`config.mk`:
```
export PLATFORM = sky130hd
export DESIGN_NAME = uspa_top
export DESIGN_NICKNAME = d
export VERILOG_FILES = /design/src/uspa_pkg.sv /design/src/uspa_lane_if.sv /design/src/uspa_top.sv /design/src/uspa_satlane.sv
export VERILOG_INCLUDE_DIRS = /design/src /design/src/src
export SDC_FILE = /design/constraint.sdc
export NUM_CORES = 1
export LEC_CHECK = 0
export BUFFER_PORTS_ARGS = -buffer_cell sky130_fd_sc_hd__clkbuf_2
export CORE_ASPECT_RATIO = 1.5
export CORE_MARGIN = 4
export CORE_UTILIZATION = 37
export DETAILED_ROUTE_END_ITERATION = 10
export PLACE_DENSITY = 0.55
export SKIP_CTS_REPAIR_TIMING = 1
export SLEW_MARGIN = 40
export SYNTH_ARGS = -nofsm -noshare
export SYNTH_HDL_FRONTEND = slang
export SYNTH_SLANG_ARGS = --single-unit
```
`constraint.sdc`:
```
create_clock -name I_MCLK -period 1.7 [get_ports I_MCLK]
set_input_delay 0.17 -clock I_MCLK [delete_from_list [all_inputs] [get_ports I_MCLK]]
set_output_delay 0.17 -clock I_MCLK [all_outputs]
set_load 0.01 [all_outputs]
```
`src/uspa_defines.svh`:
```
// constants for the unsigned saturate and pack datapath
`ifndef USPA_DEFINES_SVH
`define USPA_DEFINES_SVH
`define USPA_W 32
`define USPA_HW 16
`define USPA_REGW 4
`define USPA_SHW 5
`define USPA_OPW 3
`define USPA_FLW 4
`define USPA_LANES_NONE 4'h0
`define USPA_LANES_LO 4'h3
`define USPA_LANES_HI 4'hC
`define USPA_LANES_ALL 4'hF
`define USPA_OP_ASX 3'h0
`define USPA_OP_SAX 3'h1
`define USPA_OP_ADD16 3'h2
`define USPA_OP_ADD8 3'h3
`define USPA_OP_SUB16 3'h4
`define USPA_OP_SUB8 3'h5
`define USPA_OP_PKBT 3'h6
`define USPA_OP_PKTB 3'h7
`define USPA_ZERO32 32'h0000_0000
`define USPA_ZERO4 4'h0
`define USPA_SH_ZERO 5'h00
`define USPA_SH_FULL 6'h20
`endif

```
`src/uspa_pkg.sv`:
```
// types for the unsigned saturate and pack datapath
`include "uspa_defines.svh"
package uspa_pkg;
  typedef enum logic [`USPA_OPW-1:0] {
    USPA_ASX = `USPA_OP_ASX,
    USPA_SAX = `USPA_OP_SAX,
    USPA_ADD16 = `USPA_OP_ADD16,
    USPA_ADD8 = `USPA_OP_ADD8,
    USPA_SUB16 = `USPA_OP_SUB16,
    USPA_SUB8 = `USPA_OP_SUB8,
    USPA_PKBT = `USPA_OP_PKBT,
    USPA_PKTB = `USPA_OP_PKTB
  } uspa_op_t;
endpackage

```
`src/uspa_lane_if.sv`:
```
// operand and result lanes between the top and the saturating lane unit
`include "uspa_defines.svh"
interface uspa_lane_if;
  logic [`USPA_W-1:0] a;
  logic [`USPA_W-1:0] b;
  logic [3:0] byte_mode;
  logic [3:0] sub_lane;
  logic [`USPA_W-1:0] res;
  modport top (output a, output b, output byte_mode, output sub_lane, input res);
  modport lane (input a, input b, input byte_mode, input sub_lane, output res);
endinterface

```
`src/uspa_top.sv`:
```
// unsigned saturating simd and halfword pack datapath slice
// Contract
// - exchange add-sub: clamped sum to top half
// - exchange add-sub: clamped difference to bottom half
// - sub-add: top minus bottom, clamp, top
// - sub-add: bottom plus top, clamp, bottom
// - dual halfword add, each clamped to 65535
// - quad byte add, each clamped to 255
// - dual halfword subtract, underflow gives zero
// - quad byte subtract, underflow gives zero
// - saturating ops leave condition flags alone
// - omitted destination writes first operand register
// - bottom-top pack keeps first operand bottom half
// - bottom-top pack top from shifted second
// - top-bottom pack keeps first operand top half
// - top-bottom pack bottom from shifted second
// - left shift 1 to 31, zero none
// - arithmetic right shift, zero means 32
// - pack operations leave status flags alone
`include "uspa_defines.svh"
module uspa_top
  import uspa_pkg::*;
(
  // clock and reset
  input wire logic I_MCLK,
  input wire logic I_RSTN,
  // issue from the decoder
  input wire logic I_VALID,
  input wire logic I_COND_PASS,
  input uspa_op_t I_OP,
  input wire logic [`USPA_W-1:0] I_FIRST_OPERAND,
  input wire logic [`USPA_W-1:0] I_SECOND_OPERAND,
  input wire logic [`USPA_REGW-1:0] I_FIRST_OPERAND_REG,
  input wire logic I_DEST_GIVEN,
  input wire logic [`USPA_REGW-1:0] I_DEST_REG,
  input wire logic [`USPA_SHW-1:0] I_SHIFT,
  input wire logic [3:0] I_FLAGS,
  // write back to the register file
  output logic O_WR_EN,
  output logic [`USPA_REGW-1:0] O_WR_REG,
  output logic [`USPA_W-1:0] O_WR_DATA,
  output logic [3:0] O_FLAGS
);
  uspa_lane_if lif();
  uspa_satlane u_lane
  (
    .lif(lif)
  );

  logic take;
  logic sh_zero;

  logic wr_en_q;
  logic wr_en_d;
  logic [`USPA_REGW-1:0] wr_reg_q;
  logic [`USPA_REGW-1:0] wr_reg_d;
  logic [`USPA_W-1:0] wr_data_q;
  logic [`USPA_W-1:0] wr_data_d;
  logic [`USPA_FLW-1:0] flags_q;
  logic [`USPA_FLW-1:0] flags_d;

  logic [`USPA_W-1:0] shl;
  logic [`USPA_W-1:0] sar;
  logic [`USPA_W-1:0] pk_bt;
  logic [`USPA_W-1:0] pk_tb;
  logic [`USPA_W-1:0] result;

  logic [`USPA_HW-1:0] a_hi;
  logic [`USPA_HW-1:0] a_lo;
  logic [`USPA_HW-1:0] b_hi;
  logic [`USPA_HW-1:0] b_lo;

  assign take = I_VALID && I_COND_PASS;
  assign sh_zero = I_SHIFT == `USPA_SH_ZERO;

  // operand halves
  assign a_hi = I_FIRST_OPERAND[`USPA_W-1:`USPA_HW];
  assign a_lo = I_FIRST_OPERAND[`USPA_HW-1:0];
  assign b_hi = I_SECOND_OPERAND[`USPA_W-1:`USPA_HW];
  assign b_lo = I_SECOND_OPERAND[`USPA_HW-1:0];

  // operand steering into the lane unit
  always_comb
  begin
    lif.a = I_FIRST_OPERAND;
    lif.b = I_SECOND_OPERAND;
    lif.byte_mode = `USPA_LANES_NONE;
    lif.sub_lane = `USPA_LANES_NONE;
    unique case (I_OP)
      USPA_ASX:
      begin
        // top = a_hi + b_lo, bottom = a_lo - b_hi
        lif.b = {b_lo, b_hi};
        lif.sub_lane = `USPA_LANES_LO;
      end
      USPA_SAX:
      begin
        // top = a_hi - b_lo, bottom = a_lo + b_hi
        lif.b = {b_lo, b_hi};
        lif.sub_lane = `USPA_LANES_HI;
      end
      USPA_ADD16:
      begin
        lif.sub_lane = `USPA_LANES_NONE;
      end
      USPA_ADD8:
      begin
        lif.byte_mode = `USPA_LANES_ALL;
      end
      USPA_SUB16:
      begin
        lif.sub_lane = `USPA_LANES_ALL;
      end
      USPA_SUB8:
      begin
        lif.byte_mode = `USPA_LANES_ALL;
        lif.sub_lane = `USPA_LANES_ALL;
      end
      USPA_PKBT:
      begin
        lif.sub_lane = `USPA_LANES_NONE;
      end
      USPA_PKTB:
      begin
        lif.sub_lane = `USPA_LANES_NONE;
      end
    endcase
  end

  // left shifter, zero field passes the operand through
  always_comb
  begin
    if (sh_zero)
    begin
      shl = I_SECOND_OPERAND;
    end
    else
    begin
      shl = I_SECOND_OPERAND << I_SHIFT;
    end
  end

  // right shifter, zero field is a full-width shift
  always_comb
  begin
    if (sh_zero)
    begin
      sar = {`USPA_W{I_SECOND_OPERAND[`USPA_W-1]}};
    end
    else
    begin
      sar = $signed(I_SECOND_OPERAND) >>> I_SHIFT;
    end
  end

  // pack word assembly
  always_comb
  begin
    pk_bt = {shl[`USPA_W-1:`USPA_HW], a_lo};
    pk_tb = {a_hi, sar[`USPA_HW-1:0]};
  end

  // result select
  always_comb
  begin
    result = lif.res;
    unique case (I_OP)
      USPA_ASX:
      begin
        result = lif.res;
      end
      USPA_SAX:
      begin
        result = lif.res;
      end
      USPA_ADD16:
      begin
        result = lif.res;
      end
      USPA_ADD8:
      begin
        result = lif.res;
      end
      USPA_SUB16:
      begin
        result = lif.res;
      end
      USPA_SUB8:
      begin
        result = lif.res;
      end
      USPA_PKBT:
      begin
        result = pk_bt;
      end
      USPA_PKTB:
      begin
        result = pk_tb;
      end
    endcase
  end

  // write enable, one cycle per taken op
  always_comb
  begin
    wr_en_d = 1'b0;
    if (take)
    begin
      wr_en_d = 1'b1;
    end
  end

  always_ff @(posedge I_MCLK or negedge I_RSTN)
  begin
    if (!I_RSTN)
    begin
      wr_en_q <= 1'b0;
    end
    else
    begin
      wr_en_q <= wr_en_d;
    end
  end

  // destination, held between taken ops
  always_comb
  begin
    wr_reg_d = wr_reg_q;
    if (take)
    begin
      if (I_DEST_GIVEN)
      begin
        wr_reg_d = I_DEST_REG;
      end
      else
      begin
        wr_reg_d = I_FIRST_OPERAND_REG;
      end
    end
  end

  always_ff @(posedge I_MCLK or negedge I_RSTN)
  begin
    if (!I_RSTN)
    begin
      wr_reg_q <= `USPA_ZERO4;
    end
    else
    begin
      wr_reg_q <= wr_reg_d;
    end
  end

  // result word, held between taken ops
  always_comb
  begin
    wr_data_d = wr_data_q;
    if (take)
    begin
      wr_data_d = result;
    end
  end

  always_ff @(posedge I_MCLK or negedge I_RSTN)
  begin
    if (!I_RSTN)
    begin
      wr_data_q <= `USPA_ZERO32;
    end
    else
    begin
      wr_data_q <= wr_data_d;
    end
  end

  // flags pass through unchanged
  always_comb
  begin
    flags_d = flags_q;
    if (take)
    begin
      flags_d = I_FLAGS;
    end
  end

  always_ff @(posedge I_MCLK or negedge I_RSTN)
  begin
    if (!I_RSTN)
    begin
      flags_q <= `USPA_ZERO4;
    end
    else
    begin
      flags_q <= flags_d;
    end
  end

  assign O_WR_EN = wr_en_q;
  assign O_WR_REG = wr_reg_q;
  assign O_WR_DATA = wr_data_q;
  assign O_FLAGS = flags_q;
endmodule

```
`src/uspa_satlane.sv`:
```
// four byte slices with carry chaining, unsigned clamp per byte or halfword
`include "uspa_defines.svh"
module uspa_satlane
(
  uspa_lane_if.lane lif
);
  logic [8:0] sum [4];
  logic [3:0] cin;
  logic [3:0] ovf;
  genvar g;
  generate
    for (g = 0; g < 4; g++)
    begin : g_byte
      // a halfword lane chains the low byte carry into the high byte
      if (g % 2 == 0)
      begin : g_lo
        assign cin[g] = lif.sub_lane[g];
      end
      else
      begin : g_hi
        assign cin[g] = lif.byte_mode[g] ? lif.sub_lane[g] : sum[g-1][8];
      end
      assign sum[g] = {1'b0, lif.a[8*g+7:8*g]}
        + {1'b0, (lif.sub_lane[g] ? ~lif.b[8*g+7:8*g] : lif.b[8*g+7:8*g])}
        + {8'h00, cin[g]};
      // add overflows on carry out, subtract underflows on no carry
      assign ovf[g] = lif.sub_lane[g] ? ~sum[g][8] : sum[g][8];
    end
    for (g = 0; g < 4; g++)
    begin : g_clamp
      logic clamp;
      if (g % 2 == 0)
      begin : g_c0
        assign clamp = lif.byte_mode[g] ? ovf[g] : ovf[g+1];
      end
      else
      begin : g_c1
        assign clamp = ovf[g];
      end
      assign lif.res[8*g+7:8*g] = clamp ? (lif.sub_lane[g] ? 8'h00 : 8'hFF) : sum[g][7:0];
    end
  endgenerate
endmodule

```
# After elaboration in Yosys (flattened, before gate mapping)
# Cells that the tools add are included.
# Widths: inputs -> output; s select.
[totals]
output_inout_bits = 41
in_bits = 89
register_bits = 41
word_cells = 64
[classes]
eq_ne = 7
reduce_logical = 7
n_bitwise = 8
shift = 2
add_sub_neg = 8
mux = 28
[ops]
columns = ["op", "count"]
rows = [
  ["$mux 8", 12],
  ["$pmux 32 s3", 1],
  ["$mux 32", 2],
  ["$add 8x8->9", 4],
  ["$add 9x1->9", 4],
  ["$not 8->8", 4],
  ["$shl 32x5->32", 1],
  ["$sshr 32x5->16", 1],
  ["$mux 16", 1],
  ["$eq 3x3->1 const B", 4],
  ["$pmux 4 s3", 1],
  ["$mux 1", 9],
  ["$mux 4", 2],
  ["$eq 3x2->1 const B", 2],
  ["$reduce_or 2->1", 3],
  ["$reduce_or 6->1", 1],
  ["$logic_not 5->1", 1],
  ["$not 1->1", 4],
  ["$eq 3x1->1 const B", 1],
  ["$logic_not 3->1", 1],
  ["$logic_and 1x1->1", 1],
]

# Logic depth before layout (Yosys ltp)
# Gate-level depths: netlist of the first run.
[logic_depth]
ltp_word = 14
depth_mapped = 23
depth_no_buf = 20

# By module
# From an unflattened synthesis of the first run, not the netlist that was laid out.
[unflattened]
hier_cells = 1036
hier_area_um2 = 8818.5
[by_module_without_submodules]
columns = ["mod", "seq_area_each_um2", "area_per_inst_um2", "instances", "cells_each"]
rows = [
  ["uspa_top", 1026.0, 6759.0, 1, 762],
  ["uspa_satlane", 0.0, 2059.5, 1, 274],
]

# Least setup slack after synthesis of the first run
# No wires, ideal clock.
[synth_timing]
kind = "input to register"
from = "in I_OP[1]"
to = "reg wr_data_q[30] (netlist: O_WR_DATA[30])"
path_buffers = 5
setup_time_ps = 126
required_time_ps = 1574
cell_stages = 22
arrival_ps = 4807
path_slack_ps = -3233
cell_sequence = "clkbuf_1 -> clkbuf_1 -> clkbuf_1 -> nor2_1 -> buf_2 -> xnor2_1 -> ha_1 -> clkbuf_1 -> nor2b_1 -> o21a_1 -> o22ai_2 -> o21ai_0 -> nand2_1 -> fa_1 -> fa_1 -> nor2b_1 -> o31a_1 -> o21a_1 -> nor2_1 -> xnor2_1 -> maj3_1 -> a221o_1"
[synth_via]
elab_chain_cells = 13
word_cells_on_any_way = 29
classes_between = "4 x add/sub; 7 x eq/ne; 10 x mux; 3 x bitwise; 5 x reduce/logical"
[synth_lines]
columns = ["element", "line_no", "source"]
rows = [
  ["from (decl)", "uspa_top.sv:30", "input uspa_op_t I_OP,"],
  ["branches (longest 12 deep; another with $add 8x8->9)", "n/a", ""],
  ["$pmux 32 s3 (*)", "uspa_top.sv:167", "unique case (I_OP)"],
  ["to (signal assigned)", "uspa_top.sv:268", "wr_data_q <= `USPA_ZERO32;"],
  ["to (signal assigned)", "uspa_top.sv:272", "wr_data_q <= wr_data_d;"],
  ["to (decl)", "uspa_top.sv:57", "logic [`USPA_W-1:0] wr_data_q;"],
]
# Every way passes the cells marked *.
# A chain may end at the register's enable or synchronous reset.

# Worst setup path after layout of the first run
[layout_timing]
from = "in I_OP[1]"
to = "reg wr_data_q[7] (netlist: O_WR_DATA[7])"
[layout_via]
elab_chain_cells = 14
word_cells_on_any_way = 32
classes_between = "4 x add/sub; 7 x eq/ne; 12 x mux; 4 x bitwise; 5 x reduce/logical"
[layout_lines]
columns = ["element", "line_no"]
rows = [
  ["branches (longest 13 deep; another with $add 8x8->9)", "n/a"],
  ["$pmux 32 s3 (*)", "uspa_top.sv:167"],
]
# Marked as above.

==> results.ini, run 1 <==
[route]
ant_nets=0
routed_wl_um=44300
dr.pass1.iters=5
vias_per_cell=5.91
dr_total_vias=10882
post_drt_wl_per_cell_um=24.1
drc_errors=0
first_iter_violations=896

[worst_hold_path]
hp-class=in -> async

[yosys]
yosys_register_bits=41
synth_most_common_cell=nand2_1
ys_types=79
ys.flop_type=dfrtp_1
async_flop_share_pct=100
syn_inst=1109
synth_area_leaders=dfrtp_1 12%, mux2i_1 11%, mux4_2 10%
yosys-top-cells-count=111 x nand2_1, 96 x mux2i_1, 94 x nor2_1, 70 x o21ai_0, 65 x clkbuf_1
synth_warnings=0
synth_area_um2=8650
synth_nets=1232
syn_area_per_cell_um2=7.80
synth-edff-count=0
synth_top_area_cell=dfrtp_1
synth_top_area_share_pct=11.9
synth_seq_area_share_pct=11.9

[worst_setup_path]
cp_num_buf_inv=3
end_kind=register
worstSetupPathType=in -> reg
startpoint_type=primary input
path_common_cell=fa_2
r2r-end=O_WR_DATA[2]
r2r_slack_ns=0.55
crit_fanout=6
critical-path-max-stage-delay_ns=0.39
ff2ff_path_depth=6
cp_top_family=compound AO/OA/AOI/OAI gates
cp.required_ns=1.89
r2r-start=O_WR_DATA[2]
worstPathCellList=buf_6, nor2_4, buf_6, mux2i_4, xnor2_2, inv_1, fa_2, nor2b_4, o31a_1, o22ai_4, o21ai_1, nand2_1, fa_2, fa_2, nor2b_2, o31a_1, o21ai_4, a221o_1, a211o_1, o311ai_1
worstPathArrival_ns=4.10
cpMaxStageDelayCell=fa_2

[sta]
max_freq_mhz=256
rsz0062_at_grt=true
skew_ns=0
fin_crit_sh_pct=230
setup_violations=32
slew_viol_final=0
hold_slack_ns=-0.0481
tightest_slew_ns=0.862
slew_headroom_pct=42.5
tns_ns=-66.99
post-route-min-period_ns=3.91
timing.final.ws_setup_ns=-2.21
hold_viol_final=41

[floorplan]
initial_core_util_pct=37.5
core_region_area_um2=23100
die_height_um=195
num_rows=68
dieArea_um2=25900
ios=130
chipWidth_um=133

[layout]
fillers=2205
drive_above_1_share_pct=45.6
multi_input_area_um2=7470
n_antenna_cell=0
syn2layout_area_growth_pct=50.7
layout.nets=1649
seq_area_um2=1030

[power]
p_int_uw=4840
power.share.clock_pct=15.1
switching_share_pct=42.4
seq_power_share_pct=16.4
p_per_area_nw_per_um2=645
p_sw_uw=3560
power.leakage_uw=0.00588
ir_drop_mv=0.458
pwr-share-comb_pct=68.6

[global_routing]
top_usage_layer=met2
gr-usage-met3_pct=2.94
grt-ovfl-total=0
antenna_found_initial=0
grt_usage_pct=32.7
use_met2_pct=56.5
grt_use_met1_pct=38.7
grt_pass1_wl_um=65500
grt_pass1_vias=10894
grt_max_degree=42

[cts]
cts-root-buf=clkbuf_16
cts.clk_slew.worst_paths_ns=0.06
tritoncts=built
clock_path_buffers=2
h-tree-depth=2
clk-insertion-delay-late_ns=0.29
cts_buffers=5
clock-sinks=41

[placement]
gp_congestion=1.06
place_hpwl_um=36800
io_buffers=129
dp_slack_ns=-2.69

[outcome]
status=complete, but fails checks
failed_checks=negative hold slack, negative setup slack

[run]
drv_cap=0

-- power by group through the flow --
stage               Sequential [uW]  Clock (uW)  Combinational [uW]
global placement               1380           0                5180
floorplan                      1450           0                2820
CTS                            1380        1280                5240
detailed placement             1390           0                5210
global route                   1390        1320                6170
finish                         1380        1270                5760
-- cell type report --
class / instances / share of cell area [%]
Multi-Input combinational cell: 925 / 57.3
Clock inverter: 3 / 0.499
Clock buffer: 5 / 0.960
Inverter: 28 / 0.806
Timing Repair Buffer: 525 / 29.5
Sequential cell: 41 / 7.87
Tap cell: 315 / 3.02
-- registers in the layout, summed over array words and instances, names as in the netlist --
name / flops
O_FLAGS: 4
O_WR_DATA: 32
O_WR_REG: 4
O_WR_EN: 1
-- per-layer routing --
| layer | vias to the layer above | share of wire (%) | routed length [um] |
|---|---|---|---|
| met5 | - | 0 | 0 |
| met4 | 0 | 7.4 | 3290 |
| met3 | 155 | 5.5 | 2440 |
| met2 | 516 | 49 | 21800 |
| met1 | 5198 | 38 | 16800 |
| li1 | 5013 | - | - |
-- logic make-up after synthesis --
group | synth area share [%]
buffers and inverters | 7.56
adders and majority gates | 5.79
muxes | 25.5
AOI/OAI and AO/OA | 26.1
xor gates and xnor gates | 4.45
DFF | 11.9
and+or+nand+nor | 18.7
-- layout by cell type, fill, tap and decap left out, types with 13 or more instances in the layout --
cell type  instances
a211oi_1          24
mux2_2            28
o211ai_1          27
nand2_1          105
nor2b_1           13
o21ai_0           56
mux2i_1           88
and2_1            13
o21ai_1           14
nand2b_1          13
buf_12            13
mux4_2            39
clkbuf_2         123
o21a_1            15
nand3_1           25
buf_4            374
xnor2_1           33
inv_1             27
a31oi_1           19
a21oi_1           51
dfrtp_1           41
ha_1              27
nor3_1            16
nor2_1            88
-- worst reg2reg max path: stages, from the launching register on --
cell     delay (ns)
dfrtp_1        0.38
nor2_1         0.13
a21oi_1        0.06
buf_4          0.15
o41ai_1        0.07
buf_4          0.19
o21ai_1        0.05
-- metrics by stage --
| step | util [%] | total power (uW) | instance area [um2] | std cells |
|---|---|---|---|---|
| global route | 56.5 | 8880 | 13000 | 1842 |
| global placement | 53.3 | 6560 | 12300 | 1815 |
| CTS | 54.1 | 7900 | 12500 | 1823 |
| finish | 56.5 | 8400 | 13000 | 1842 |
| detailed placement | 53.3 | 6610 | 12300 | 1815 |
| floorplan | - | 4270 | 8920 | 1109 |
-- how the worst max path moves through the flow --
stage | depth (start not counted) | start | slack (ns) | to
final | 20 | I_OP[1] | -2.21 | O_WR_DATA[7]
after CTS | 21 | I_OP[2] | -2.40 | O_WR_DATA[7]
after global placement | 21 | I_OP[2] | -2.62 | O_WR_DATA[25]
after floorplan | 21 | I_OP[1] | -2.46 | O_WR_DATA[30]
after global routing | 22 | I_OP[1] | -2.38 | O_WR_DATA[3]
after detailed placement | 21 | I_OP[2] | -2.69 | O_WR_DATA[7]
No activity file was read; power rests on OpenSTA's default activity.
==> run 2: changes to the inputs <==
CORE_MARGIN = default   (was 4)
RECOVER_POWER = 100   (was default)
==> results.ini, run 2 (synthesized netlist as in run 1, its figures left out) <==
[worst_hold_path]
hold_depth=3
min_from=I_FLAGS[0]
hold_path_end=O_FLAGS[0]
hp-class=in -> reg

[cts]
clk-insertion-delay-late_ns=0.29  ; about the same
h-tree-depth=2  ; unchanged
cts-root-buf=clkbuf_16
cts_buffers=5  ; unchanged
cts.clk_slew.worst_paths_ns=0.06  ; about the same
clock_path_buffers=2  ; unchanged
tritoncts=built
clock-sinks=41  ; unchanged

[floorplan]
ios=130  ; unchanged
core_region_area_um2=23000  ; -0.37%
chipWidth_um=127  ; -4.5%
initial_core_util_pct=37.7  ; +0.14 points
dieArea_um2=24000  ; -7.5%
num_rows=68  ; unchanged
die_height_um=189  ; -3.1%

[layout]
seq_area_um2=1030  ; unchanged
utilization_pct=55.8  ; -0.74 points
layout.nets=1644  ; -0.30%
largest_register_ffs=32  ; unchanged
layout_commonest_cell=buf_4
final_cell_mix=366 x buf_4, 109 x nand2_1, 90 x mux2i_1
final_cell_area_um2=12800  ; -1.7%
multi_input_area_um2=7370  ; -1.4%
drive_above_1_share_pct=41.7  ; -4.0 points
n_antenna_cell=0  ; unchanged
syn2layout_area_growth_pct=48.1
fillers=2267  ; +2.8%

[sta]
setup_violations=32  ; unchanged
hold_viol_final=0  ; -100%
timing.final.ws_setup_ns=-2.24  ; -0.0265 ns
max_freq_mhz=254  ; -0.67%
post-route-min-period_ns=3.94  ; +0.0265 ns
tightest_slew_ns=1.07  ; +0.212 ns
skew_ns=0  ; unchanged
slew_headroom_pct=28.4  ; -14 points
rsz0062_at_grt=true
fin_crit_sh_pct=232  ; +1.6 points
slew_viol_final=0  ; unchanged

[route]
routed_wl_um=43400  ; -2.0%
post_drt_wl_per_cell_um=24.1  ; +0.17%
drc_errors=0  ; unchanged
dr.pass1.iters=6  ; +1
vias_per_cell=6.07  ; +2.7%
ant_nets=0  ; unchanged
dr_total_vias=10931  ; +0.45%
first_iter_violations=762  ; -15%

[power]
total_power_uw=8160  ; -2.8%
p_per_area_nw_per_um2=637  ; -1.2%
ir_drop_mv=0.673  ; +47%
power.leakage_uw=0.00570  ; -3.1%

[worst_setup_path]
cp.required_ns=1.87  ; -0.02 ns
startpoint=I_OP[1]
ff2ff_path_depth=5  ; -1
worstPathArrival_ns=4.11  ; about the same
end_kind=register
r2r_slack_ns=0.50  ; -0.05 ns
r2r-start=O_WR_DATA[2]
worstSetupPathType=in -> reg
startpoint_type=primary input
r2r-end=O_WR_DATA[2]
crit_fanout=5  ; -1

[global_routing]
grt_pass1_vias=10705  ; -1.7%
antenna_found_initial=0  ; unchanged
grt_usage_pct=35.5  ; +2.8 points
grt_pass1_wl_um=63700  ; -2.8%
grt-ovfl-total=0  ; unchanged
grt_max_degree=42  ; unchanged

[outcome]
status=complete, but fails checks
failed_checks=negative setup slack

[placement]
io_buffers=129  ; unchanged
place_hpwl_um=36000  ; -2.1%
placed_cell_area_um2=12300  ; -0.27%
dp_slack_ns=-2.70  ; -0.00920 ns
gp_congestion=1.05  ; -1.6%

[run]
drv_cap=0  ; unchanged

-- run 2: cell types whose count changed in the layout (fill, tap and decap cells not counted), moves of 2 or more --
cell / before / now
clkbuf_1: 0 / 43
clkbuf_2: 123 / 83
buf_4: 374 / 366
buf_6: 11 / 4
buf_12: 13 / 18
nand2_1: 105 / 109
o21ai_2: 4 / 0
xnor2_1: 33 / 37
xnor2_2: 4 / 0
nand2_2: 5 / 2
o21ai_1: 14 / 17
mux2i_1: 88 / 90
mux2i_4: 5 / 3
-- run 2: how the worst max path moves through the flow --
stage	endpoint	slack, ns	cells after the start
2_1_floorplan	O_WR_DATA[30]	-2.46	21
3_3_place_gp	O_WR_DATA[25]	-2.63	21
3_5_place_dp	O_WR_DATA[25]	-2.70	21
4_1_cts	O_WR_DATA[25]	-2.41	21
5_1_grt	O_WR_DATA[18]	-2.38	21
6_report	O_WR_DATA[28]	-2.24	21
-- run 2: layer usage --
layer / global-route usage, % / share of wire, % / vias to the layer above
li1: - / - / 4998
met1: 39.4 / 37 / 5265
met2: 61.0 / 48 / 504
met3: 4.10 / 5.7 / 164
met4: 28.8 / 9.3 / 0
met5: 0 / 0 / -
-- run 2: report_power, final --
group          switching [uW]  total [uW]  leakage [uW]  internal, uW
Sequential                177        1380      0.000488          1200
Clock                     424        1120     0.0000800           696
Combinational            2930        5660       0.00513          2740
-- run 2: layout make-up --
type | count | share of cell area [%]
Multi-Input combinational cell | 925 | 57.5
Timing Repair Buffer | 520 | 29.6
Sequential cell | 41 | 8.01
Tap cell | 280 | 2.73
Clock buffer | 5 | 0.976
Inverter | 28 | 0.820
Clock inverter | 3 | 0.361
-- run 2: through the flow --
stage               TNS, ns  std cells  hold slack [ns]
floorplan            -73.43       1109           -0.126
global placement     -76.86       1773            0.285
detailed placement   -79.47       1773            0.279
CTS                  -70.15       1781          -0.0308
global route         -72.06       1802           0.0874
finish               -66.45       1802           0.0676
-- run 2: critical path, cell delays in order --
cell	delay [ns]
buf_8	0.10
nor2_4	0.21
buf_6	0.18
mux2i_4	0.24
xnor2_1	0.16
ha_1	0.28
o21a_1	0.19
o21a_1	0.21
o22ai_4	0.16
o21ai_1	0.08
nand2_1	0.13
fa_2	0.24
fa_2	0.23
nor2b_2	0.05
o31a_1	0.27
o22a_2	0.25
buf_12	0.15
buf_4	0.14
maj3_2	0.30
a221oi_2	0.26
o21ai_1	0.10
==> run 3: changes to the inputs <==
CORE_ASPECT_RATIO = default   (was 1.5)
HOLD_SLACK_MARGIN = 0.02   (was default)
PLACE_DENSITY = default   (was 0.55)
==> results.ini, run 3 (synthesized netlist as in run 1, its figures left out) <==
[outcome]
status=complete, but fails checks
failed_checks=negative setup slack

[layout]
n_antenna_cell=0  ; unchanged
final_cell_mix=371 x buf_4, 107 x nand2_1, 91 x mux2i_1
drive_above_1_share_pct=41.6  ; about the same
layout.nets=1647  ; +0.18%
final_cell_area_um2=12800  ; -0.43%
layout_commonest_cell=buf_4
largest_register_ffs=32  ; unchanged
syn2layout_area_growth_pct=47.5
utilization_pct=56.0  ; +0.23 points

[route]
vias_per_cell=5.93  ; -2.3%
post_drt_wl_per_cell_um=22.4  ; -6.9%
routed_wl_um=41200  ; -5.0%
dr.pass1.iters=6  ; unchanged
ant_nets=0  ; unchanged
drc_errors=0  ; unchanged
first_iter_violations=1219  ; +60%
dr_total_vias=10892  ; -0.36%

[worst_setup_path]
worstPathCellList=buf_8, nor2_4, mux2i_1, xnor2_1, inv_1, fa_2, nor2b_4, o21a_1, o22ai_4, o21ai_1, nand2_1, fa_2, fa_2, nor2b_2, o31a_1, buf_6, o22ai_4, buf_6, a22o_1, nand2_1, nand2_1, o311ai_1
cp.required_ns=1.89  ; +0.02 ns
cpMaxStageDelayCell=fa_2
worstPathArrival_ns=4.16  ; +0.05 ns
critical-path-max-stage-delay_ns=0.41  ; +0.11 ns
crit_fanout=7  ; +2
end_kind=register
worstSetupPathType=in -> reg
startpoint_type=primary input
r2r-start=O_WR_DATA[2]
r2r_slack_ns=0.45  ; -0.05 ns
ff2ff_path_depth=5  ; unchanged
r2r-end=O_WR_DATA[2]

[cts]
cts-root-buf=clkbuf_16
clock_path_buffers=2  ; unchanged
h-tree-depth=2  ; unchanged
cts_buffers=5  ; unchanged
clk-insertion-delay-late_ns=0.29  ; about the same
clock-sinks=41  ; unchanged
cts.clk_slew.worst_paths_ns=0.06  ; about the same
tritoncts=built

[sta]
skew_ns=0  ; unchanged
setup_violations=32  ; unchanged
slew_viol_final=0  ; unchanged
tightest_slew_ns=1.43  ; +0.353 ns
timing.final.ws_setup_ns=-2.27  ; -0.0345 ns
slew_headroom_pct=4.88  ; -24 points
hold_viol_final=0  ; unchanged
post-route-min-period_ns=3.97  ; +0.0345 ns
max_freq_mhz=252  ; -0.87%
rsz0062_at_grt=true
fin_crit_sh_pct=234  ; +2.0 points

[global_routing]
gr-usage-met3_pct=5.24  ; +1.1 points
grt_max_degree=42  ; unchanged
antenna_found_initial=0  ; unchanged
grt_pass1_vias=10272  ; -4.0%
top_usage_layer=met2
grt_pass1_wl_um=60800  ; -4.5%
grt_usage_pct=33.3  ; -2.3 points
grt-ovfl-total=0  ; unchanged
grt_use_met1_pct=45.9  ; +6.4 points
use_met2_pct=53.3  ; -7.7 points

[power]
ir_drop_mv=0.410  ; -39%
p_per_area_nw_per_um2=623  ; -2.2%
total_power_uw=7950  ; -2.7%
power.leakage_uw=0.00567  ; -0.47%

[placement]
io_buffers=129  ; unchanged
place_hpwl_um=33300  ; -7.6%
placed_cell_area_um2=12200  ; -0.15%
gp_congestion=1.06  ; +1.0%

[floorplan]
die_height_um=155  ; -18%
dieArea_um2=24000  ; about the same
initial_core_util_pct=38.0  ; +0.32 points
chipWidth_um=155  ; +22%
ios=130  ; unchanged
num_rows=55  ; -19%
core_region_area_um2=22800  ; -0.84%

[worst_hold_path]
hold_depth=3  ; unchanged
hp-class=in -> reg
min_from=I_FLAGS[1]
hold_path_end=O_FLAGS[1]

[run]
drv_cap=0  ; unchanged

[run 3: metal layers]
metal  wire (um)  share of wire, %
met1       17900                43
met2       18600                45
met3        3490               8.5
met4        1210               2.9
met5           0                 0
[run 3: report_power, final]
part / total [uW] / switching, uW / internal (uW)
Sequential: 1380 / 173 / 1200
Clock: 980 / 440 / 540
Combinational: 5590 / 2890 / 2700
Total: 7950 / 3510 / 4440
[run 3: critical path: cells and delay by family]
kind	cells	cell delay (ns)
adders and majority gates	3	1.20
AOI/OAI and AO/OA	7	1.13
and+or+nand+nor	6	0.70
buffers and inverters	4	0.49
muxes	1	0.28
xor gates and xnor gates	1	0.19
[run 3: stage by stage]
step                      worst slack (ns)  setup TNS (ns)  cells  hold slack, ns
final                                -2.27          -67.91   1838          0.0684
after global routing                 -2.47          -73.26   1838          0.0885
after CTS                            -2.35          -71.42   1819         -0.0167
after detailed placement             -2.64          -80.17   1811           0.294
after global placement               -2.54          -77.65   1811           0.284
after floorplan                      -2.46          -73.43   1109          -0.126
[run 3: worst max-delay path by stage]
| stage | from | to | depth (start not counted) |
|---|---|---|---|
| finish | I_OP[1] | O_WR_DATA[23] | 22 |
| global route | I_OP[1] | O_WR_DATA[23] | 22 |
| CTS | I_OP[2] | O_WR_DATA[28] | 21 |
| detailed placement | I_OP[2] | O_WR_DATA[28] | 21 |
| global placement | I_OP[2] | O_WR_DATA[7] | 20 |
| floorplan | I_OP[1] | O_WR_DATA[30] | 21 |
[run 3: cell type report]
type / count / area (um2)
Fill cell: 2135 / 10000
Multi-Input combinational cell: 925 / 7340
Timing Repair Buffer: 523 / 3760
Sequential cell: 41 / 1030
Tap cell: 313 / 392
Clock buffer: 5 / 125
Inverter: 28 / 105
Clock inverter: 3 / 17.5
